## src/rtl/pcg_pkg.sv

```systemverilog
// Shared constants and types of the PLL clock generator control block.
package pcg_pkg;
  // Register indices; the APB byte address is four times the index.
  localparam logic [7:0] IDX_LOOP_MULT = 8'h38;
  localparam logic [7:0] IDX_REF_DIV = 8'h39;
  localparam logic [7:0] IDX_FLAGS = 8'h3b;
  localparam logic [7:0] IDX_PLL_CTRL = 8'h3c;
  localparam logic [7:0] IDX_CLK_SEL = 8'h3d;
  localparam logic [7:0] IDX_SLOW_DIV = 8'h3e;
  // Field positions of pll_control.
  localparam int CTL_LOCK_IE = 7;
  localparam int CTL_PLL_ON = 6;
  localparam int CTL_AUTO = 5;
  localparam int CTL_ACQ = 4;
  localparam int CTL_PSTOP = 2;
  localparam int CTL_LIMP_IE = 1;
  localparam int CTL_NO_LIMP = 0;
  // Field positions of clock_source_select.
  localparam int SEL_BUS_CLOCK_PLL_SELECT = 7;
  localparam int SEL_BUS_CLOCK_SLOW_SELECT = 6;
  localparam int SEL_MCS = 0;
  // Field positions of pll_flags.
  localparam int FLG_LOCK_CHG = 7;
  localparam int FLG_LOCK = 6;
  localparam int FLG_LIMP_CHG = 1;
  localparam int FLG_LIMP = 0;
  // Reset values.
  localparam logic [7:0] PLL_CTRL_RST = 8'h60;
  localparam logic [7:0] CLK_SEL_RST = 8'h00;
  localparam logic [5:0] SLOW_DIV_RST = 6'h00;
  localparam logic [7:0] LOOP_MULT_RST = 8'h00;
  localparam logic [7:0] REF_DIV_RST = 8'h00;
  // Counts in slow-derived clock cycles.
  localparam logic [12:0] EXIT_LONG_SLOW_DERIVED_CLOCK = 13'h1000;
  localparam logic [12:0] EXIT_SHORT_SLOW_DERIVED_CLOCK = 13'h0010;
  localparam logic [12:0] LIMP_CHECK_SLOW_DERIVED_CLOCK = 13'h1000;
  // System clock source and stop-exit states.
  typedef enum logic [1:0] {PCG_SRC_OSC, PCG_SRC_SLOW, PCG_SRC_PLL} pcg_src_t;
  typedef enum logic [1:0] {PCG_EX_RUN, PCG_EX_STOP, PCG_EX_DELAY} pcg_exit_t;
endpackage : pcg_pkg

```

## src/rtl/pcg_if.sv

```systemverilog
// Internal carrier between the control top, slow divider and exit control.
`timescale 1ns/100ps
interface pcg_if;
  logic [5:0] slow_div;
  logic slow_level;
  logic slow_derived_clock_level;
  logic slow_derived_clock_tick;
  logic stop_req;
  logic pstop_en;
  logic wake;
  logic no_limp;
  logic clock_monitor_enable;
  logic dly;
  logic held;
  logic osc_run;
  logic limp_enter;
  logic cm_reset;
  modport div (input slow_div, output slow_level, slow_derived_clock_level, slow_derived_clock_tick);
  modport exitc (input stop_req, pstop_en, wake, no_limp, clock_monitor_enable, dly,
    slow_derived_clock_tick, output held, osc_run, limp_enter, cm_reset);
  modport top (output slow_div, stop_req, pstop_en, wake, no_limp, clock_monitor_enable, dly,
    input slow_level, slow_derived_clock_level, slow_derived_clock_tick, held, osc_run, limp_enter,
    cm_reset);
endinterface : pcg_if

```

## src/rtl/pcg_slow_div.sv

```systemverilog
// Programmable slow clock divider and slow-derived clock generator.
`timescale 1ns/100ps
module pcg_slow_div
  import pcg_pkg::*;
(
  input wire logic sys_clk_i,
  input wire logic rst_i,
  input wire logic ce_i,
  pcg_if.div d
);
  logic [5:0] cnt_q, cnt_d;
  logic slow_q, slow_d;
  logic slow_derived_clock_q, slow_derived_clock_d;
  logic tick_q, tick_d;

  // A half period lasts the programmed count; the compare uses >= so a
  // smaller value cuts the running half period short at once.
  always_comb begin
    cnt_d = cnt_q;
    slow_d = slow_q;
    slow_derived_clock_d = slow_derived_clock_q;
    tick_d = 1'b0;
    if (d.slow_div == 6'h00 || cnt_q >= d.slow_div - 6'h01) begin
      cnt_d = 6'h00;
      slow_d = !slow_q;
      if (!slow_q) begin
        slow_derived_clock_d = !slow_derived_clock_q;
        tick_d = !slow_derived_clock_q;
      end
    end else begin
      cnt_d = cnt_q + 6'h01;
    end
  end

  // Divider state registers.
  always_ff @(posedge sys_clk_i) begin
    if (rst_i) begin
      cnt_q <= 6'h00;
      slow_q <= 1'b0;
      slow_derived_clock_q <= 1'b0;
      tick_q <= 1'b0;
    end else if (ce_i) begin
      cnt_q <= cnt_d;
      slow_q <= slow_d;
      slow_derived_clock_q <= slow_derived_clock_d;
      tick_q <= tick_d;
    end
  end

  // Divider outputs.
  assign d.slow_level = slow_q;
  assign d.slow_derived_clock_level = slow_derived_clock_q;
  assign d.slow_derived_clock_tick = tick_q & ce_i;
endmodule : pcg_slow_div

```

## src/rtl/pcg_exit_ctl.sv

```systemverilog
// STOP and pseudo-STOP entry and exit sequencing.
`timescale 1ns/100ps
module pcg_exit_ctl
  import pcg_pkg::*;
(
  input wire logic sys_clk_i,
  input wire logic rst_i,
  input wire logic ce_i,
  pcg_if.exitc e
);
  pcg_exit_t st_q, st_d;
  logic [12:0] cnt_q, cnt_d;
  logic [12:0] tgt_q, tgt_d;
  logic pstop_q, pstop_d;
  logic limp_q, limp_d;
  logic cmr_q, cmr_d;

  // Next state of the stop sequencer.
  always_comb begin
    st_d = st_q;
    cnt_d = cnt_q;
    tgt_d = tgt_q;
    pstop_d = pstop_q;
    limp_d = 1'b0;
    cmr_d = 1'b0;
    unique case (st_q)
      PCG_EX_RUN: begin
        if (e.stop_req && e.no_limp && e.clock_monitor_enable) begin
          cmr_d = 1'b1;
        end else if (e.stop_req) begin
          st_d = PCG_EX_STOP;
          pstop_d = e.pstop_en;
        end
      end
      PCG_EX_STOP: begin
        if (e.wake) begin
          cnt_d = 13'h0000;
          limp_d = !e.no_limp;
          if (e.dly) begin
            st_d = PCG_EX_DELAY;
            tgt_d = EXIT_LONG_SLOW_DERIVED_CLOCK;
          end else if (e.no_limp) begin
            st_d = PCG_EX_DELAY;
            tgt_d = EXIT_SHORT_SLOW_DERIVED_CLOCK;
          end else begin
            st_d = PCG_EX_RUN;
          end
        end
      end
      PCG_EX_DELAY: begin
        if (e.slow_derived_clock_tick) begin
          cnt_d = cnt_q + 13'h0001;
          if (cnt_q == tgt_q - 13'h0001) begin
            st_d = PCG_EX_RUN;
          end
        end
      end
    endcase
  end

  // Sequencer registers.
  always_ff @(posedge sys_clk_i) begin
    if (rst_i) begin
      st_q <= PCG_EX_RUN;
      cnt_q <= 13'h0000;
      tgt_q <= 13'h0000;
      pstop_q <= 1'b0;
      limp_q <= 1'b0;
      cmr_q <= 1'b0;
    end else if (ce_i) begin
      st_q <= st_d;
      cnt_q <= cnt_d;
      tgt_q <= tgt_d;
      pstop_q <= pstop_d;
      limp_q <= limp_d;
      cmr_q <= cmr_d;
    end
  end

  // The oscillator stops in plain STOP only.
  assign e.held = (st_q != PCG_EX_RUN);
  assign e.osc_run = (st_q != PCG_EX_STOP) || pstop_q;
  assign e.limp_enter = limp_q & ce_i;
  assign e.cm_reset = cmr_q;
endmodule : pcg_exit_ctl

```

## src/rtl/pcg_top.sv

```systemverilog
// PLL clock generator control: registers, limp-home, selects, stop exit.
// Notes on behaviour
// - Multiplier and divider writes blocked under PLL select.
// - PLL multiplier applied is value plus one.
// - Reference division is divider value plus one.
// - Any STOP exit with no-limp clear enters limp-home mode.
// - Lock change sets flag; write-one and limp clear.
// - Lock status read-only, zero during limp-home.
// - Limp entry or exit sets limp flag.
// - Limp status shows reference clock loss.
// - PLL-on uncleareable under PLL select; forced in limp.
// - Supply low forces enables off, no-limp on.
// - Auto bandwidth picks band; acquisition bit read-only.
// - Manual bandwidth: zero high, one low.
// - Pseudo-STOP keeps oscillator running while stopped.
// - Limp interrupt only with its enable set.
// - Clock loss: limp-home, or monitor reset.
// - No-limp bit write-once in normal modes.
// - PLL select needs PLL on; forced in limp.
// - Slow select chooses slow or oscillator clock.
// - Module clock select, forced to peripheral in limp.
// - Slow divider is twice value, zero bypasses.
// - Slow clock even duty, further halved.
// - Unassisted delayed exit waits 4096 derived cycles.
//
// Local design decision: register access over APB.
`timescale 1ns/100ps
module pcg_top
  import pcg_pkg::*;
(
  input wire logic sys_clk_i,
  input wire logic rst_i,
  input wire logic ce_i,
  input wire logic psel_i,
  input wire logic penable_i,
  input wire logic pwrite_i,
  input wire logic [9:0] paddr_i,
  input wire logic [31:0] pwdata_i,
  input wire logic [3:0] pstrb_i,
  output logic [31:0] prdata_o,
  output logic pready_o,
  output logic pslverr_o,
  input wire logic pll_lock_i,
  input wire logic ref_clock_lost_i,
  input wire logic pll_supply_ok_i,
  input wire logic vco_near_target_i,
  input wire logic wake_i,
  input wire logic stop_req_i,
  input wire logic clock_monitor_enable_i,
  input wire logic stop_exit_delay_i,
  input wire logic special_mode_i,
  output logic pll_power_on_o,
  output logic [8:0] pll_mult_o,
  output logic [8:0] pll_ref_div_o,
  output logic pll_low_bw_o,
  output pcg_src_t system_clock_src_o,
  output logic module_clock_select_o,
  output logic slow_clock_o,
  output logic slow_derived_clock_o,
  output logic clock_monitor_reset_o,
  output logic chip_stopped_o,
  output logic osc_run_o,
  output logic limp_status_o,
  output logic lock_irq_o,
  output logic limp_irq_o
);
  pcg_if bus ();

  // Pin synchronisers: lock, loss, supply, near target, wake.
  logic [4:0] sync1_q, sync1_d, sync2_q, sync2_d;
  logic lock_s, lost_s, supply_s, near_s, wake_s;

  // Register file and status state.
  logic [7:0] ctrl_q, ctrl_d;
  logic nolimp_wr_q, nolimp_wr_d;
  logic [7:0] sel_q, sel_d;
  logic [5:0] slow_q, slow_d;
  logic [7:0] mult_q, mult_d;
  logic [7:0] refdiv_q, refdiv_d;
  logic lock_chg_q, lock_chg_d;
  logic lock_stat_q, lock_stat_d;
  logic limp_chg_q, limp_chg_d;
  logic limp_q, limp_d;
  logic [12:0] lcnt_q, lcnt_d;
  logic lost_q, lost_d;
  logic cmr_q, cmr_d;
  logic [8:0] pmult_q, pmult_d;
  logic [8:0] pref_q, pref_d;
  logic [31:0] rd_q, rd_d;

  // APB decode helpers.
  logic addr_ok, hit_mult, hit_ref, hit_flg, hit_ctrl, hit_sel, hit_slow;
  logic wr_en, lock_stat, bus_clock_pll_select_eff;
  logic [7:0] wd, flags_rd, ctrl_rd, rd_byte;

  // First stage feeds only the second stage.
  always_comb begin
    sync1_d = {wake_i, vco_near_target_i, pll_supply_ok_i, ref_clock_lost_i,
      pll_lock_i};
    sync2_d = sync1_q;
  end

  // Synchroniser flops.
  always_ff @(posedge sys_clk_i) begin
    if (rst_i) begin
      sync1_q <= 5'h04;
      sync2_q <= 5'h04;
    end else if (ce_i) begin
      sync1_q <= sync1_d;
      sync2_q <= sync2_d;
    end
  end

  // Synchronised pin levels.
  assign lock_s = sync2_q[0];
  assign lost_s = sync2_q[1];
  assign supply_s = sync2_q[2];
  assign near_s = sync2_q[3];
  assign wake_s = sync2_q[4];

  // Address decode; the access phase always completes at once.
  assign addr_ok = (paddr_i[1:0] == 2'b00);
  assign hit_mult = addr_ok && paddr_i[9:2] == IDX_LOOP_MULT;
  assign hit_ref = addr_ok && paddr_i[9:2] == IDX_REF_DIV;
  assign hit_flg = addr_ok && paddr_i[9:2] == IDX_FLAGS;
  assign hit_ctrl = addr_ok && paddr_i[9:2] == IDX_PLL_CTRL;
  assign hit_sel = addr_ok && paddr_i[9:2] == IDX_CLK_SEL;
  assign hit_slow = addr_ok && paddr_i[9:2] == IDX_SLOW_DIV;
  assign pready_o = 1'b1;
  assign pslverr_o = psel_i && penable_i && !(hit_mult || hit_ref ||
    hit_flg || hit_ctrl || hit_sel || hit_slow);
  assign wr_en = psel_i && penable_i && pwrite_i && pstrb_i[0] && !pslverr_o;
  assign wd = pwdata_i[7:0];

  // Lock reads zero in limp-home since the detector has no reference.
  assign lock_stat = lock_s && !limp_q;
  assign bus_clock_pll_select_eff = sel_q[SEL_BUS_CLOCK_PLL_SELECT] || limp_q;

  // Readback of pll_control shows bandwidth status under automatic control.
  always_comb begin
    ctrl_rd = ctrl_q;
    ctrl_rd[3] = 1'b0;
    if (ctrl_q[CTL_AUTO]) begin
      ctrl_rd[CTL_ACQ] = near_s;
    end
    flags_rd = 8'h00;
    flags_rd[FLG_LOCK_CHG] = lock_chg_q;
    flags_rd[FLG_LOCK] = lock_stat;
    flags_rd[FLG_LIMP_CHG] = limp_chg_q;
    flags_rd[FLG_LIMP] = limp_q;
  end

  // Next values of the control, select, slow divider, multiplier and divider registers.
  always_comb begin
    ctrl_d = ctrl_q;
    nolimp_wr_d = nolimp_wr_q;
    sel_d = sel_q;
    slow_d = slow_q;
    mult_d = mult_q;
    refdiv_d = refdiv_q;
    if (wr_en && hit_ctrl) begin
      ctrl_d[CTL_LOCK_IE] = wd[CTL_LOCK_IE];
      ctrl_d[CTL_AUTO] = wd[CTL_AUTO];
      ctrl_d[CTL_PSTOP] = wd[CTL_PSTOP];
      ctrl_d[CTL_LIMP_IE] = wd[CTL_LIMP_IE];
      if (!ctrl_q[CTL_AUTO]) begin
        ctrl_d[CTL_ACQ] = wd[CTL_ACQ];
      end
      if (wd[CTL_PLL_ON] || !sel_q[SEL_BUS_CLOCK_PLL_SELECT]) begin
        ctrl_d[CTL_PLL_ON] = wd[CTL_PLL_ON];
      end
      if (special_mode_i || !nolimp_wr_q) begin
        ctrl_d[CTL_NO_LIMP] = wd[CTL_NO_LIMP];
        nolimp_wr_d = 1'b1;
      end
    end
    if (!supply_s) begin
      ctrl_d[CTL_LOCK_IE] = 1'b0;
      ctrl_d[CTL_PLL_ON] = 1'b0;
      ctrl_d[CTL_LIMP_IE] = 1'b0;
      ctrl_d[CTL_NO_LIMP] = 1'b1;
    end
    if (wr_en && hit_sel) begin
      sel_d[SEL_BUS_CLOCK_PLL_SELECT] = wd[SEL_BUS_CLOCK_PLL_SELECT] && ctrl_q[CTL_PLL_ON];
      sel_d[SEL_BUS_CLOCK_SLOW_SELECT] = wd[SEL_BUS_CLOCK_SLOW_SELECT];
      sel_d[SEL_MCS] = wd[SEL_MCS];
    end
    if (wr_en && hit_slow) begin
      slow_d = wd[5:0];
    end
    if (wr_en && hit_mult && !sel_q[SEL_BUS_CLOCK_PLL_SELECT]) begin
      mult_d = wd;
    end
    if (wr_en && hit_ref && !sel_q[SEL_BUS_CLOCK_PLL_SELECT]) begin
      refdiv_d = wd;
    end
  end

  // Software-visible registers.
  always_ff @(posedge sys_clk_i) begin
    if (rst_i) begin
      ctrl_q <= PLL_CTRL_RST;
      nolimp_wr_q <= 1'b0;
      sel_q <= CLK_SEL_RST;
      slow_q <= SLOW_DIV_RST;
      mult_q <= LOOP_MULT_RST;
      refdiv_q <= REF_DIV_RST;
    end else if (ce_i) begin
      ctrl_q <= ctrl_d;
      nolimp_wr_q <= nolimp_wr_d;
      sel_q <= sel_d;
      slow_q <= slow_d;
      mult_q <= mult_d;
      refdiv_q <= refdiv_d;
    end
  end

  // Limp-home entry, periodic clock check, flags and monitor reset.
  always_comb begin
    limp_d = limp_q;
    lcnt_d = 13'h0000;
    lost_d = lost_s;
    if (limp_q) begin
      lcnt_d = lcnt_q;
      if (bus.slow_derived_clock_tick) begin
        lcnt_d = lcnt_q + 13'h0001;
        if (lcnt_q == LIMP_CHECK_SLOW_DERIVED_CLOCK - 13'h0001) begin
          lcnt_d = 13'h0000;
          limp_d = lost_s;
        end
      end
    end else if ((lost_s && !ctrl_q[CTL_NO_LIMP]) || bus.limp_enter) begin
      limp_d = 1'b1;
    end
    cmr_d = (lost_s && !lost_q && ctrl_q[CTL_NO_LIMP]) || bus.cm_reset;
    lock_stat_d = lock_stat;
    // A new event wins over the write-one clear.
    lock_chg_d = (lock_stat != lock_stat_q) ||
      (lock_chg_q && !(wr_en && hit_flg && wd[FLG_LOCK_CHG]));
    if (limp_q) begin
      lock_chg_d = 1'b0;
    end
    limp_chg_d = (limp_d != limp_q) ||
      (limp_chg_q && !(wr_en && hit_flg && wd[FLG_LIMP_CHG]));
    pmult_d = {1'b0, mult_q} + 9'h001;
    pref_d = {1'b0, refdiv_q} + 9'h001;
  end

  // Status and derived output registers.
  always_ff @(posedge sys_clk_i) begin
    if (rst_i) begin
      limp_q <= 1'b0;
      lcnt_q <= 13'h0000;
      lost_q <= 1'b0;
      cmr_q <= 1'b0;
      lock_stat_q <= 1'b0;
      lock_chg_q <= 1'b0;
      limp_chg_q <= 1'b0;
      pmult_q <= 9'h001;
      pref_q <= 9'h001;
    end else if (ce_i) begin
      limp_q <= limp_d;
      lcnt_q <= lcnt_d;
      lost_q <= lost_d;
      cmr_q <= cmr_d;
      lock_stat_q <= lock_stat_d;
      lock_chg_q <= lock_chg_d;
      limp_chg_q <= limp_chg_d;
      pmult_q <= pmult_d;
      pref_q <= pref_d;
    end
  end

  // Read data is captured in the setup phase.
  always_comb begin
    rd_byte = 8'h00;
    if (hit_mult) begin
      rd_byte = mult_q;
    end else if (hit_ref) begin
      rd_byte = refdiv_q;
    end else if (hit_flg) begin
      rd_byte = flags_rd;
    end else if (hit_ctrl) begin
      rd_byte = ctrl_rd;
    end else if (hit_sel) begin
      rd_byte = sel_q;
    end else if (hit_slow) begin
      rd_byte = {2'b00, slow_q};
    end
    rd_d = rd_q;
    if (psel_i && !penable_i && !pwrite_i) begin
      rd_d = {24'h000000, rd_byte};
    end
  end

  // Read data register.
  always_ff @(posedge sys_clk_i) begin
    if (rst_i) begin
      rd_q <= 32'h00000000;
    end else if (ce_i) begin
      rd_q <= rd_d;
    end
  end

  // Carrier hookup to the slow divider and the stop sequencer.
  assign bus.slow_div = slow_q;
  assign bus.stop_req = stop_req_i;
  assign bus.pstop_en = ctrl_q[CTL_PSTOP];
  assign bus.wake = wake_s;
  assign bus.no_limp = ctrl_q[CTL_NO_LIMP];
  assign bus.clock_monitor_enable = clock_monitor_enable_i;
  assign bus.dly = stop_exit_delay_i;

  pcg_slow_div u_div (
    .sys_clk_i(sys_clk_i),
    .rst_i(rst_i),
    .ce_i(ce_i),
    .d(bus.div)
  );

  pcg_exit_ctl u_exit (
    .sys_clk_i(sys_clk_i),
    .rst_i(rst_i),
    .ce_i(ce_i),
    .e(bus.exitc)
  );

  // Clock selection and forced outputs in limp-home.
  always_comb begin
    if (bus_clock_pll_select_eff) begin
      system_clock_src_o = PCG_SRC_PLL;
    end else if (sel_q[SEL_BUS_CLOCK_SLOW_SELECT]) begin
      system_clock_src_o = PCG_SRC_SLOW;
    end else begin
      system_clock_src_o = PCG_SRC_OSC;
    end
  end
  assign pll_power_on_o = ctrl_q[CTL_PLL_ON] || limp_q;
  assign module_clock_select_o = sel_q[SEL_MCS] && !limp_q;
  assign pll_low_bw_o = ctrl_q[CTL_AUTO] ? near_s : ctrl_q[CTL_ACQ];
  assign pll_mult_o = pmult_q;
  assign pll_ref_div_o = pref_q;
  assign slow_clock_o = bus.slow_level;
  assign slow_derived_clock_o = bus.slow_derived_clock_level;
  assign clock_monitor_reset_o = cmr_q;
  assign chip_stopped_o = bus.held;
  assign osc_run_o = bus.osc_run;
  assign limp_status_o = limp_q;
  assign lock_irq_o = lock_chg_q && ctrl_q[CTL_LOCK_IE];
  assign limp_irq_o = limp_chg_q && ctrl_q[CTL_LIMP_IE];
  assign prdata_o = rd_q;
endmodule : pcg_top

```

## config.mk

```make
export PLATFORM = sky130hd
export DESIGN_NAME = pcg_top
export DESIGN_NICKNAME = d
export VERILOG_FILES = /design/src/rtl/pcg_pkg.sv /design/src/rtl/pcg_if.sv /design/src/rtl/pcg_slow_div.sv /design/src/rtl/pcg_exit_ctl.sv /design/src/rtl/pcg_top.sv
export SDC_FILE = /design/constraint.sdc
export NUM_CORES = 1
export LEC_CHECK = 0
export ABC_AREA = 0
export BUFFER_PORTS_ARGS = -buffer_cell sky130_fd_sc_hd__clkbuf_2
export CORE_UTILIZATION = 50
export DETAILED_ROUTE_END_ITERATION = 8
export GPL_ROUTABILITY_DRIVEN = 1
export GPL_TIMING_DRIVEN = 0
export PLACE_DENSITY = 0.78
export SLEW_MARGIN = 20
export SYNTH_ARGS = -nofsm -noshare
export SYNTH_HDL_FRONTEND = slang
export SYNTH_HIERARCHICAL = 1
export SYNTH_SLANG_ARGS = --single-unit
```

## constraint.sdc

```tcl
create_clock -name sys_clk_i -period 2.2 [get_ports sys_clk_i]
set_input_delay 0.22 -clock sys_clk_i [delete_from_list [all_inputs] [get_ports sys_clk_i]]
set_output_delay 0.22 -clock sys_clk_i [all_outputs]
set_load 0.02 [all_outputs]
```

# [After elaboration in Yosys (flattened, before gate mapping)]
# Index checks and enable logic that the tools add are counted.
[totals] regBits=128
[classes] add_sub_neg=7 magnitude_cmp=1 n_eq_ne=22 muxes=44 n_bitwise=5 n_reduce_logical=87
[op_table] operator="13-bit 2-to-1 mux" count=7
[op_table] operator="8-bit by 6-bit equality test with 1-bit output (second input constant)" count=6
[op_table] operator="8-bit 2-to-1 mux" count=5
[op_table] operator="1-bit logical AND" count=35
[op_table] operator="13-bit by 1-bit adder with 13-bit output (second input constant)" count=2
[op_table] operator="13-bit case mux with 2 select lines" count=1
[op_table] operator="2-bit 2-to-1 mux" count=11
[op_table] operator="8-bit by 1-bit adder with 9-bit output (second input constant)" count=2
[op_table] operator="2-bit AND reduction" count=9
[op_table] operator="1-bit 2-to-1 mux" count=16
[op_table] operator="1-bit logical OR" count=15
[op_table] operator="3-bit AND reduction" count=5
[op_table] operator="13-bit by 12-bit equality test with 1-bit output (second input constant)" count=1
[op_table] operator="13-bit equality test" count=1
[op_table] operator="1-bit zero test" count=13
[op_table] operator="13-bit by 1-bit subtractor with 13-bit output (second input constant)" count=1
[op_table] operator="6-bit 2-to-1 mux" count=2
[op_table] operator="4-bit AND reduction" count=3
[op_table] operator="2-bit by 1-bit != test with 1-bit output (second input constant)" count=5
[op_table] operator="2-bit != test (second input constant)" count=5
[op_table] operator="6-bit by 1-bit adder with 6-bit output (second input constant)" count=1
[op_table] operator="6-bit >= comparator" count=1
[op_table] operator="6-bit zero test" count=1
[op_table] operator="2-bit case mux with 3 select lines" count=1
[op_table] operator="other kinds (10)" count=17

# [Depth between registers and ports, before layout]
# Gate-level depths: netlist of the first run.
[depth] word_depth=17 mapped_depth=11 mapped_depth_nobuf=10

# [Modules after synthesis]
# The synthesis of the first run kept the hierarchy.
[by_module_without_submodules] module="pcg_top" instances=1 cells_each=492 area_per_inst_um2=4271.6 seq_area_each_um2=1761.7
[by_module_without_submodules] module="pcg_exit_ctl" instances=1 cells_each=121 area_per_inst_um2=1044.8 seq_area_each_um2=400.4
[by_module_without_submodules] module="pcg_slow_div" instances=1 cells_each=71 area_per_inst_um2=605.6 seq_area_each_um2=180.2

# [Worst setup path after synthesis of the first run]
# No wires, ideal clock.
[synth_timing] path_type="reg2reg" start="reg slow_q[2], in the netlist bus.slow_div[2]" end="reg u_div.cnt_q[0]" setup_ns=0.115 arrival_ns=2.021 path_slack_ns=0.064 path_stages_with_launch=11 synth_period_minus_slack_ns=2.136 path_cell_list="dfxtp_1 -> nor3_1 -> nand3_1 -> xor2_1 -> ha_1 -> nand2_1 -> or3_4 -> o221ai_2 -> or2_1 -> buf_4 -> nor2_1"
[synth_between] elab_chain_cells=4
[synth_lines] item="start: declaration" line="pcg_top.sv:77" rtl="logic [5:0] slow_q, slow_d;"
[synth_lines] item="start signal: assignment" line="pcg_top.sv:212" rtl="slow_q <= slow_d;"
[synth_lines] item="6-bit by 1-bit subtractor with 6-bit output" line="pcg_slow_div.sv:23" rtl="if (d.slow_div == 6'h00 || cnt_q >= d.slow_div - 6'h01) begin"
[synth_lines] item="6-bit >= comparator" line="pcg_slow_div.sv:23"
[synth_lines] item="1-bit logical OR (*)" line="pcg_slow_div.sv:23"
[synth_lines] item="6-bit 2-to-1 mux (*)" line="pcg_slow_div.sv:23"
[synth_lines] item="end signal: assignment" line="pcg_slow_div.sv:43" rtl="cnt_q <= cnt_d;"
[synth_lines] item="end: declaration" line="pcg_slow_div.sv:11" rtl="logic [5:0] cnt_q, cnt_d;"
# Mark *: on every way between the ends. The rest lies on a longest branch, timed or not.
# A chain may end at the register's enable or synchronous reset.

# [Worst setup path in the final report of the first run]
[layout_timing] start="reg slow_q[3], in the netlist bus.slow_div[3]" end="reg u_div.cnt_q[4]"
# Same word-level chain as after synthesis.

==> results of run 1 <==
[critical path: cells and delay by family, from the launching register on]
kind | cells | cell delay [ns]
XOR/XNOR | 1 | 0.16
buffers and inverters | 1 | 0.12
AND/OR/NAND/NOR | 6 | 0.92
adder cells (fa/ha/maj) | 1 | 0.31
AO/OA/AOI/OAI | 1 | 0.20
flip-flops | 1 | 0.36
[logic make-up after synthesis]
logic type	synth area share, %
buf+inv	7.04
compound gates	11.6
xor+xnor	6.15
mux	8.35
fa+ha+maj	3.17
other cells	0.127
flops	39.6
simple gates	24.0
[metal layers]
layer / track usage, % / vias to the layer above
met2: 42.8 / 191
li1: - / 2593
met3: 6.12 / 33
met1: 32.6 / 2491
met5: 0 / -
met4: 10.1 / 0
[state kept, by name (all words and copies together) (netlist names), 2 cells and up]
signal         cells
lcnt_q            13
u_exit/cnt_q      13
pll_mult_o         9
pll_ref_div_o      9
mult_q             8
prdata_o           8
refdiv_q           8
ctrl_q             7
bus.slow_div       6
u_div/cnt_q        6
sync1_q            5
sync2_q            5
sel_q              3
u_exit/st_q        2
u_exit/tgt_q       2
[power by group]
group	leakage, uW	total, uW	internal, uW	switching [uW]
registers	0.000951	2190	2160	32.9
logic	0.00172	467	170	297
clock network	0.000279	2660	1710	956
total	0.00295	5320	4040	1290
[worst paths after layout]
check,cells after the start,end,startpoint
hold / removal,3,sync1_q[1],ref_clock_lost_i
setup reg to reg,10,u_div/cnt_q[4],bus.slow_div[3]
hold reg to reg,2,nolimp_wr_q,nolimp_wr_q
setup / recovery,10,u_div/cnt_q[4],bus.slow_div[3]
[final cells by class]
class | count | area [um^2]
inverters | 25 | 93.8
fillers | 979 | 4220
well taps | 143 | 179
multi-input cells | 509 | 3310
clock inverters | 10 | 105
plain buffers | 56 | 329
flip-flops and latches | 117 | 2350
repair buffers | 78 | 412
clock buffers | 22 | 464
[what timing repair did]
action | in CTS | in global routing
gates cloned | 0 | 0
hold buffers | 1 | 0
resized for setup | 4 | 20
hold endpoints to repair | 1 | 0
endpoints found under the setup margin | 9 | 30
setup buffers | 1 | 4
pin swaps | 1 | 7
[cells in the final DEF, fill, tap and decap left out, types with 5 or more instances in the layout]
master | Yosys | final
clkbuf_16 | 0 | 17
nor2b_1 | 7 | 7
nor3_1 | 14 | 13
inv_1 | 24 | 23
a211oi_1 | 15 | 15
dfxtp_1 | 117 | 113
nand4_1 | 12 | 12
nand3_1 | 25 | 24
nor2_1 | 100 | 99
a211o_1 | 5 | 5
clkbuf_2 | 0 | 74
nand2b_1 | 19 | 19
or3_1 | 8 | 8
conb_1 | 2 | 25
clkinv_2 | 0 | 6
nand2_1 | 40 | 40
and3_1 | 11 | 11
buf_4 | 27 | 30
and2_1 | 7 | 7
ha_1 | 15 | 13
xor2_1 | 14 | 14
a21oi_1 | 38 | 38
clkbuf_1 | 23 | 24
xnor2_1 | 25 | 24
o21ai_0 | 17 | 16
mux2i_1 | 46 | 46
[stage by stage]
step | std cells | hold slack [ns] | worst slack [ns]
after floorplan | 707 | 0.289 | 0.0642
final | 960 | 0.0399 | 0.0316
after global placement | 922 | 0.434 | -0.174
after CTS | 956 | 0.0303 | 0.0132
after detailed placement | 922 | 0.434 | -0.212
after global routing | 960 | 0.0434 | -0.0471
==> flow_metrics.env, run 1 <==
export IMPL_grt_pass1_vias=5049
export IMPL_grt_use_total_pct=25.9
export IMPL_setup_worst_path_start_class="flop"
export IMPL_hpwlAfterDp_um=11400
export IMPL_seq_area_frac_synth_pct=39.6
export IMPL_area_growth_pct=22.3
export IMPL_timing_fmax_mhz=461
export IMPL_grt_pass1_wl_um=25000
export IMPL_outcome="finished clean"
export IMPL_ys_flop_type="dfxtp_1"
export IMPL_wirelength_um=15700
export IMPL_synthesis_area_um2=5920
export IMPL_wire_per_inst_um=16.4
export IMPL_fin_area_um2=7240
export IMPL_numPortBuffers=72
export IMPL_ys_warn_count=6
export IMPL_postLayoutCoreUtil_pct=63.2
export IMPL_grt_ovfl_total=0
export IMPL_wl_met1_um=6860
export IMPL_arrival_ns=2.48
export IMPL_drive_gt1_share_pct=20.6
export IMPL_synth_top_area_share_pct=39.6
export IMPL_fp_dieArea_um2=12300
export IMPL_async_reset_ff_share_pct=0
export IMPL_io_pins=126
export IMPL_layout_nets=880
export IMPL_synth_cells=684
export IMPL_drt_initial_drc_count=328
export IMPL_synth_top_area_cell="dfxtp_1"
export IMPL_cp_end_kind="flop"
export IMPL_top_layer="met4"
export IMPL_total_power_uw=5320
export IMPL_drv_slew=0
export IMPL_fin_crit_ns=2.17
export IMPL_via_per_inst=5.53
export IMPL_crit_type="reg2reg"
export IMPL_cts_tree="yes"
export IMPL_num_antenna_cells=0
export IMPL_ys_ff_latch=117
export IMPL_synth_cell_types=67
export IMPL_synth_most_common_cell="dfxtp_1"
export IMPL_hold_violations=0
export IMPL_cts_buffers=17
export IMPL_power_leakage_uw=0.00295
export IMPL_ctsHtreeMaxLevel=4
export IMPL_netlist_top_cells_count="dfxtp_1 (117), nor2_1 (100), mux2i_1 (46)"
export IMPL_drtPass1Iterations=6
export IMPL_cap_violations=0
export IMPL_floorplan_initialDensity_pct=51.6
export IMPL_cts_buffer_depth=2
export IMPL_setup_viol=0
export IMPL_wl_met2_um=7720
export IMPL_critPathRequiredTime_ns=2.51
export IMPL_clock_latency_ns=0.43
export IMPL_cp_cell_sequence="nor3_4 > nand3_2 > xor2_1 > ha_1 > nand2_1 > or3_4 > o221ai_4 > or2_1 > buf_6 > nor2_1"
export IMPL_root_buffer="clkbuf_16"
export IMPL_clock_sinks=117
export IMPL_drc_errors=0
export IMPL_ant_nets=0
export IMPL_num_rows=39
export IMPL_clkTransAtPathRegs_ns=0.05
export IMPL_post_route_period_util_pct=98.6
export IMPL_die_width_um=111
export IMPL_synth_edf_count=0
export IMPL_wl_met3_um=832
export IMPL_cpMaxStageDelayCell="dfxtp_4"
export IMPL_grt_max_degree=19
export IMPL_tightestPinTransition_ns=0.790
export IMPL_yosys_top_cells_area="dfxtp_1 (40%), mux2i_1 (7.8%), nor2_1 (6.3%), xnor2_1 (3.7%), buf_4 (3.4%)"
export IMPL_fp_dieH_um=111
export IMPL_antenna_found_initial=0
export IMPL_r2r_slack_ns=0.03
export IMPL_ir_drop_uv=615
export IMPL_holdCritPathClass="in2reg"
export IMPL_setup_tns_final_ns=0
export IMPL_gp_congestion=0.935
export IMPL_num_vias=5308
export IMPL_rsz0062_at_grt="yes"
export IMPL_crit_fanout=6
export IMPL_cpPeakStageDelay_ns=0.36
export IMPL_placed_area_um2=6550
export IMPL_pwr_density_cell_nw_per_um2=735
export IMPL_finClkSkew_ns=0.00602
export IMPL_core_area_um2=11500
export IMPL_syn_area_per_cell_um2=8.66
export IMPL_relSlewSlack_pct=46.9
Power figures use the tool's default switching activity.
==> run 2, diff against run 1 <==
Settings changed: CORE_UTILIZATION 50 to 40, PLACE_DENSITY 0.78 to 0.65.
==> run 2 against run 1 <==
  * The run now ends with setup timing left
  * Maximum frequency down 1.7%
  * Sequential share of layout area down 0.36 points
  * Flip-flop and latch count unchanged
  * Global-route usage down 5.5 points
  * Die area up 25%
  * Via count down 4.1%
  * Highest routed layer is now met5
  * Non-clock buffer count down 5
  * Wire length down 4.9%
  * Final cell count up 3.6%
  * Combinational power down 2%
==> flow_metrics.env, run 2 (synthesis results as in run 1) <==
export IMPL_tightestPinTransition_ns=0.805
export IMPL_arrival_ns=2.52
export IMPL_outcome="finished, violations left"
export IMPL_crit_type="reg2reg"
export IMPL_drc_errors=0
export IMPL_placed_area_um2=6600
export IMPL_cap_violations=0
export IMPL_final_cell_mix="dfxtp_1 (112), nor2_1 (99), clkbuf_2 (73), mux2i_1 (46), nand2_1 (39)"
export IMPL_grt_ovfl_total=0
export IMPL_relSlewSlack_pct=46.0
export IMPL_wirelength_um=15000
export IMPL_fillCellCount=1382
export IMPL_cts_buffer_depth=2
export IMPL_pwr_share_comb_pct=8.0
export IMPL_finClkSkew_ns=0.00656
export IMPL_drt_initial_drc_count=310
export IMPL_grt_use_total_pct=20.4
export IMPL_violations="setup timing"
export IMPL_drive_gt1_share_pct=20.2
export IMPL_die_width_um=124
export IMPL_grt_pass1_wl_um=23500
export IMPL_layout_commonest_cell="dfxtp_1"
export IMPL_p_switching_uw=1290
export IMPL_crit_fanout=6
export IMPL_via_per_inst=5.11
export IMPL_timing_hold_ws_ns=0.0119
export IMPL_setup_viol=6
export IMPL_setup_tns_final_ns=-0.0216
export IMPL_num_antenna_cells=0
export IMPL_p_sw_share_pct=22.6
export IMPL_grt_pass1_vias=4587
export IMPL_root_buffer="clkbuf_16"
export IMPL_pwr_share_clk_pct=53.8
export IMPL_power_leakage_uw=0.00296
export IMPL_holdCritPathClass="in2reg"
export IMPL_p_seq_share_pct=38.2
export IMPL_gp_congestion=0.872
export IMPL_cpMaxStageDelayCell="dfxtp_4"
export IMPL_critPathRequiredTime_ns=2.51
export IMPL_cts_hold_buf=0
export IMPL_r2r_slack_ns=-0.005
export IMPL_whs_path_depth=2
export IMPL_cp_cell_sequence="nor3_4 > nand3_2 > xor2_1 > ha_1 > nand2_2 > or3_4 > o221ai_4 > or2_1 > buf_6 > nor2_1"
export IMPL_timing_fmax_mhz=453
export IMPL_fin_area_um2=7320
export IMPL_clkTransAtPathRegs_ns=0.05
export IMPL_clock_sinks=117
export IMPL_grt_max_degree=19
export IMPL_place_inst=963
export IMPL_post_route_period_util_pct=100
export IMPL_pwr_density_cell_nw_per_um2=784
export IMPL_ir_drop_uv=491
export IMPL_setup_worst_path_start_class="flop"
export IMPL_fin_crit_ns=2.21
export IMPL_fp_dieArea_um2=15300
export IMPL_floorplan_initialDensity_pct=40.9
export IMPL_hold_violations=0
export IMPL_p_int_uw=4440
export IMPL_cts_tree="yes"
export IMPL_numPortBuffers=72
export IMPL_cts_buffers=17
export IMPL_cp_end_kind="flop"
export IMPL_num_rows=44
export IMPL_hpwlAfterDp_um=11000
export IMPL_ctsHtreeMaxLevel=4
export IMPL_antenna_found_initial=1
export IMPL_core_area_um2=14500
export IMPL_io_pins=126
export IMPL_fp_dieH_um=124
export IMPL_wire_per_inst_um=15.0
export IMPL_setup_slack_ns=-0.00518
export IMPL_area_growth_pct=23.6
export IMPL_ant_nets=0
export IMPL_cpPeakStageDelay_ns=0.37
export IMPL_clock_latency_ns=0.42
export IMPL_drv_slew=0
export IMPL_drtPass1Iterations=5
export IMPL_rr_worst_depth=10
export IMPL_num_vias=5088
export IMPL_layoutNonFillerInstCount=995
export IMPL_layout_nets=875
export IMPL_reg_top3="lcnt_q (13), u_exit/cnt_q (13)"
export IMPL_rsz0062_at_grt="yes"
run 2: metal layers:
metal  part of all wire, %  vias up  global-route usage, %
li1                      -     2573                      -
met5                 0.053        -                      0
met2                    46      136                   31.8
met1                    46     2348                   27.0
met3                   6.2       29                   5.36
met4                   1.8        2                   7.15
run 2: per-stage QoR:
| stage | setup WS [ns] | utilization, % | power [uW] |
|---|---|---|---|
| final | -0.00518 | 50.6 | 5740 |
| after global routing | -0.111 | 50.6 | 5930 |
| after CTS | 0.000740 | 50.3 | 5770 |
| after detailed placement | -0.316 | 45.6 | 2690 |
| after global placement | -0.261 | 45.6 | 2680 |
| after floorplan | 0.0642 | - | 2540 |
run 2: final timing paths:
kind | start | to
worst min register to register | nolimp_wr_q | nolimp_wr_q
worst max-delay path | bus.slow_div[2] | u_div/cnt_q[2]
worst min-delay path | pll_supply_ok_i | sync1_q[2]
worst max register to register | bus.slow_div[2] | u_div/cnt_q[2]
run 2: layout make-up:
type                    instances  area (um^2)  share of cell area (%)
flip-flops and latches        117         2350                    32.1
clock buffers                  22          484                    6.62
inverters                      25         93.8                    1.28
well taps                     184          230                    3.15
multi-input cells             509         3280                    44.9
clock inverters                 9          173                    2.36
repair buffers                 74          379                    5.18
plain buffers                  55          324                    4.43
run 2: what timing repair did:
action | 4_1_cts | 5_1_grt
resized for setup | 5 | 13
setup buffers | 1 | 1
pin swaps | 2 | 8
setup endpoints to repair | 10 | 27
run 2: power by group through the flow:
stage	registers [uW]	logic (uW)	clock network (uW)
detailed placement	2240	450	0
floorplan	2250	288	0
finish	2190	457	3090
global placement	2240	447	0
global route	2200	504	3230
CTS	2190	455	3120
run 2: critical path, delay by kind of cell (launching register included):
kind | cells | cell delay (ns)
AOI/OAI and AO/OA | 1 | 0.22
xor gates and xnor gates | 1 | 0.16
adders and majority gates | 1 | 0.31
buffers and inverters | 1 | 0.12
DFF | 1 | 0.37
and+or+nand+nor | 6 | 0.92
==> run 3, diff against run 2 <==
Settings changed: RECOVER_POWER set to 100, SYNTH_HIERARCHICAL 1 to unset.
==> run 3 against run 2 <==
  * The flow now finishes without violations
  * Combinational power fell by 5.0%
  * Sequential share of layout area rose by 0.36 points
  * Clock power fell by 1%
  * Maximum frequency rose by 3.2%
  * Design area fell by 1.2%
  * Total power fell by 1.3%
  * Final cell count fell by 0.20%
  * Sequential power barely moved
  * Critical path depth fell by 2
  * Die area fell by 1.1%
  * Highest routed layer is now met4
==> flow_metrics.env, run 3 <==
export IMPL_ir_drop_uv=457
export IMPL_p_switching_uw=1270
export IMPL_cpMaxStageDelayCell="a221oi_4"
export IMPL_hold_violations=0
export IMPL_root_buffer="clkbuf_16"
export IMPL_crit_fanout=5
export IMPL_hpwlAfterDp_um=11500
export IMPL_r2r_slack_ns=0.06
export IMPL_wire_per_inst_um=16.0
export IMPL_setup_tns_final_ns=0
export IMPL_holdCritPathClass="in2reg"
export IMPL_p_sw_share_pct=22.5
export IMPL_ant_nets=0
export IMPL_synth_cell_types=61
export IMPL_netlist_top_cells_count="dfxtp_1 (117), nor2_1 (100), nand2_1 (55)"
export IMPL_cts_buffers=17
export IMPL_setup_worst_path_start_class="flop"
export IMPL_gp_congestion=0.904
export IMPL_cts_buffer_depth=2
export IMPL_floorplan_initialDensity_pct=41.5
export IMPL_clock_sinks=117
export IMPL_ys_flop_type="dfxtp_1"
export IMPL_final_cell_mix="dfxtp_1 (114), nor2_1 (100), clkbuf_1 (68), nand2_1 (55), mux2i_1 (47)"
export IMPL_cts_hold_buf=0
export IMPL_post_route_period_util_pct=97.1
export IMPL_num_rows=43
export IMPL_drv_slew=0
export IMPL_p_seq_share_pct=38.5
export IMPL_finClkSkew_ns=0.00677
export IMPL_drive_gt1_share_pct=15.0
export IMPL_fin_area_um2=7230
export IMPL_clock_latency_ns=0.42
export IMPL_grt_max_degree=17
export IMPL_timing_fmax_mhz=468
export IMPL_pwr_share_clk_pct=53.9
export IMPL_synthesis_area_um2=5860
export IMPL_p_int_uw=4390
export IMPL_multiInputGateArea_um2=3250
export IMPL_drc_errors=0
export IMPL_rsz0062_at_grt="yes"
export IMPL_power_leakage_uw=0.00296
export IMPL_arrival_ns=2.42
export IMPL_synth_most_common_cell="dfxtp_1"
export IMPL_io_pins=126
export IMPL_fp_dieH_um=123
export IMPL_num_vias=5221
export IMPL_path_buf_inv=0
export IMPL_synth_top_area_cell="dfxtp_1"
export IMPL_antenna_found_initial=0
export IMPL_relSlewSlack_pct=33.6
export IMPL_endpoint="u_div.tick_q"
export IMPL_fp_dieArea_um2=15100
export IMPL_pwr_share_comb_pct=7.7
export IMPL_seq_area_um2=2350
export IMPL_postLayoutCoreUtil_pct=51.3
export IMPL_ys_ff_latch=117
export IMPL_outcome="finished clean"
export IMPL_drt_initial_drc_count=267
export IMPL_fillCellCount=1404
export IMPL_layoutNonFillerInstCount=993
export IMPL_cap_violations=0
export IMPL_ctsHtreeMaxLevel=4
export IMPL_synth_cells=681
export IMPL_clkTransAtPathRegs_ns=0.05
export IMPL_seq_area_frac_synth_pct=40.0
export IMPL_rr_worst_depth=8
export IMPL_synth_edf_count=0
export IMPL_grt_pass1_wl_um=24600
export IMPL_cp_cell_sequence="nor3_4 > nor3b_4 > xnor2_1 > ha_1 > a221oi_4 > or2_4 > o31a_1 > o32ai_1"
export IMPL_num_antenna_cells=0
export IMPL_layout_nets=876
export IMPL_tightestPinTransition_ns=0.989
export IMPL_area_growth_pct=23.5
export IMPL_drtPass1Iterations=5
export IMPL_pwr_density_cell_nw_per_um2=783
export IMPL_crit_type="reg2reg"
export IMPL_syn_area_per_cell_um2=8.60
export IMPL_timing_rr_start="bus.slow_div[2]"
export IMPL_core_area_um2=14100
export IMPL_layout_commonest_cell="dfxtp_1"
export IMPL_grt_pass1_vias=4558
export IMPL_critPathRequiredTime_ns=2.48
export IMPL_total_power_uw=5660
export IMPL_numPortBuffers=70
export IMPL_synth_top_area_share_pct=40.0
export IMPL_die_width_um=123
export IMPL_cts_tree="yes"
export IMPL_grt_use_total_pct=21.8
export IMPL_async_reset_ff_share_pct=0
export IMPL_cp_end_kind="flop"
export IMPL_cp_depth=8
export IMPL_yosys_top_cells_area="dfxtp_1 (40%), mux2i_1 (8.0%), nor2_1 (6.4%), nand2_1 (3.5%), buf_4 (3.5%)"
export IMPL_placed_area_um2=6520
export IMPL_place_inst=954
export IMPL_via_per_inst=5.26
export IMPL_ys_warn_count=0
export IMPL_cp_startpoint="bus.slow_div[2]"
export IMPL_reg_top3="lcnt_q (13), u_exit.cnt_q (13)"
export IMPL_setup_viol=0
export IMPL_grt_ovfl_total=0
export IMPL_r2r_end="u_div.tick_q"
export IMPL_cpPeakStageDelay_ns=0.38
export IMPL_fin_crit_ns=2.14
export IMPL_critPathTopFamily="compound AO/OA/AOI/OAI gates"
export IMPL_wirelength_um=15900
==> run 3: cell count changes in the layout (fill, tap and decap cells not counted), sizes merged, moves of 4 or more <==
cell and change:
nand2 +13, nand2b -9, or3 -9, a21oi -14
clkbuf +7, a211o -4, a22o +5, o211ai +5
a32oi +5, nand4 +4, inv -7
==> run 3: final cells by class <==
cell class / instances / area share, %
Sequential cell: 117 / 32.5
Tap cell: 180 / 3.11
Multi-Input combinational cell: 508 / 45.0
Timing Repair Buffer: 77 / 4.90
Clock buffer: 22 / 6.56
Inverter: 18 / 0.934
Clock inverter: 10 / 2.42
Buffer: 61 / 4.62
==> run 3: routing by layer <==
metal  track usage (%)  share of wire (%)
met5                 0                  0
met3              4.57                6.4
met4              10.4                2.8
met1              30.6                 48
met2              31.5                 43
==> run 3: logic make-up after synthesis <==
family | synth area share [%]
adder cells (fa/ha/maj) | 3.21
XOR/XNOR | 5.98
other | 0.128
flip-flops | 40.0
buffers and inverters | 6.86
AO/OA/AOI/OAI | 13.0
AND/OR/NAND/NOR | 22.2
multiplexers | 8.61
==> run 3: metrics by stage <==
step | hold WS, ns | worst slack (ns)
floorplan | 0.317 | 0.119
CTS | 0.0238 | 0.0282
detailed placement | 0.425 | -0.214
global route | 0.0397 | -0.0377
finish | 0.0341 | 0.0642
global placement | 0.416 | -0.238
==> run 3: worst min-delay path by stage <==
stage,startpoint,to,cells past startpoint
6_report,pll_supply_ok_i,sync1_q[2],3
5_1_grt,stop_exit_delay_i,u_exit.tgt_q[4],2
2_1_floorplan,stop_exit_delay_i,u_exit.tgt_q[4],1
4_1_cts,pll_supply_ok_i,sync1_q[2],3
3_5_place_dp,lcnt_q[12],lcnt_q[12],2
3_3_place_gp,lcnt_q[12],lcnt_q[12],2
==> run 3: worst register-to-register path: cells and delay by family (launching register included) <==
family / cells / cell delay, ns
AO/OA/AOI/OAI: 3 / 0.63
XOR/XNOR: 1 / 0.09
adder cells (fa/ha/maj): 1 / 0.35
AND/OR/NAND/NOR: 3 / 0.57
flip-flops: 1 / 0.35
==> run 3: power by group through the flow <==
stage,sequential (uW),combinational (uW),clock [uW]
6_report,2180,434,3050
5_1_grt,2180,473,3190
4_1_cts,2180,436,3090
3_5_place_dp,2220,434,0
3_3_place_gp,2220,434,0
2_1_floorplan,2240,281,0
==> run 3: what timing repair did <==
item	CTS	global route
pin swaps	1	4
setup buffers	0	7
setup endpoints to repair	16	17
gates resized for setup	10	11
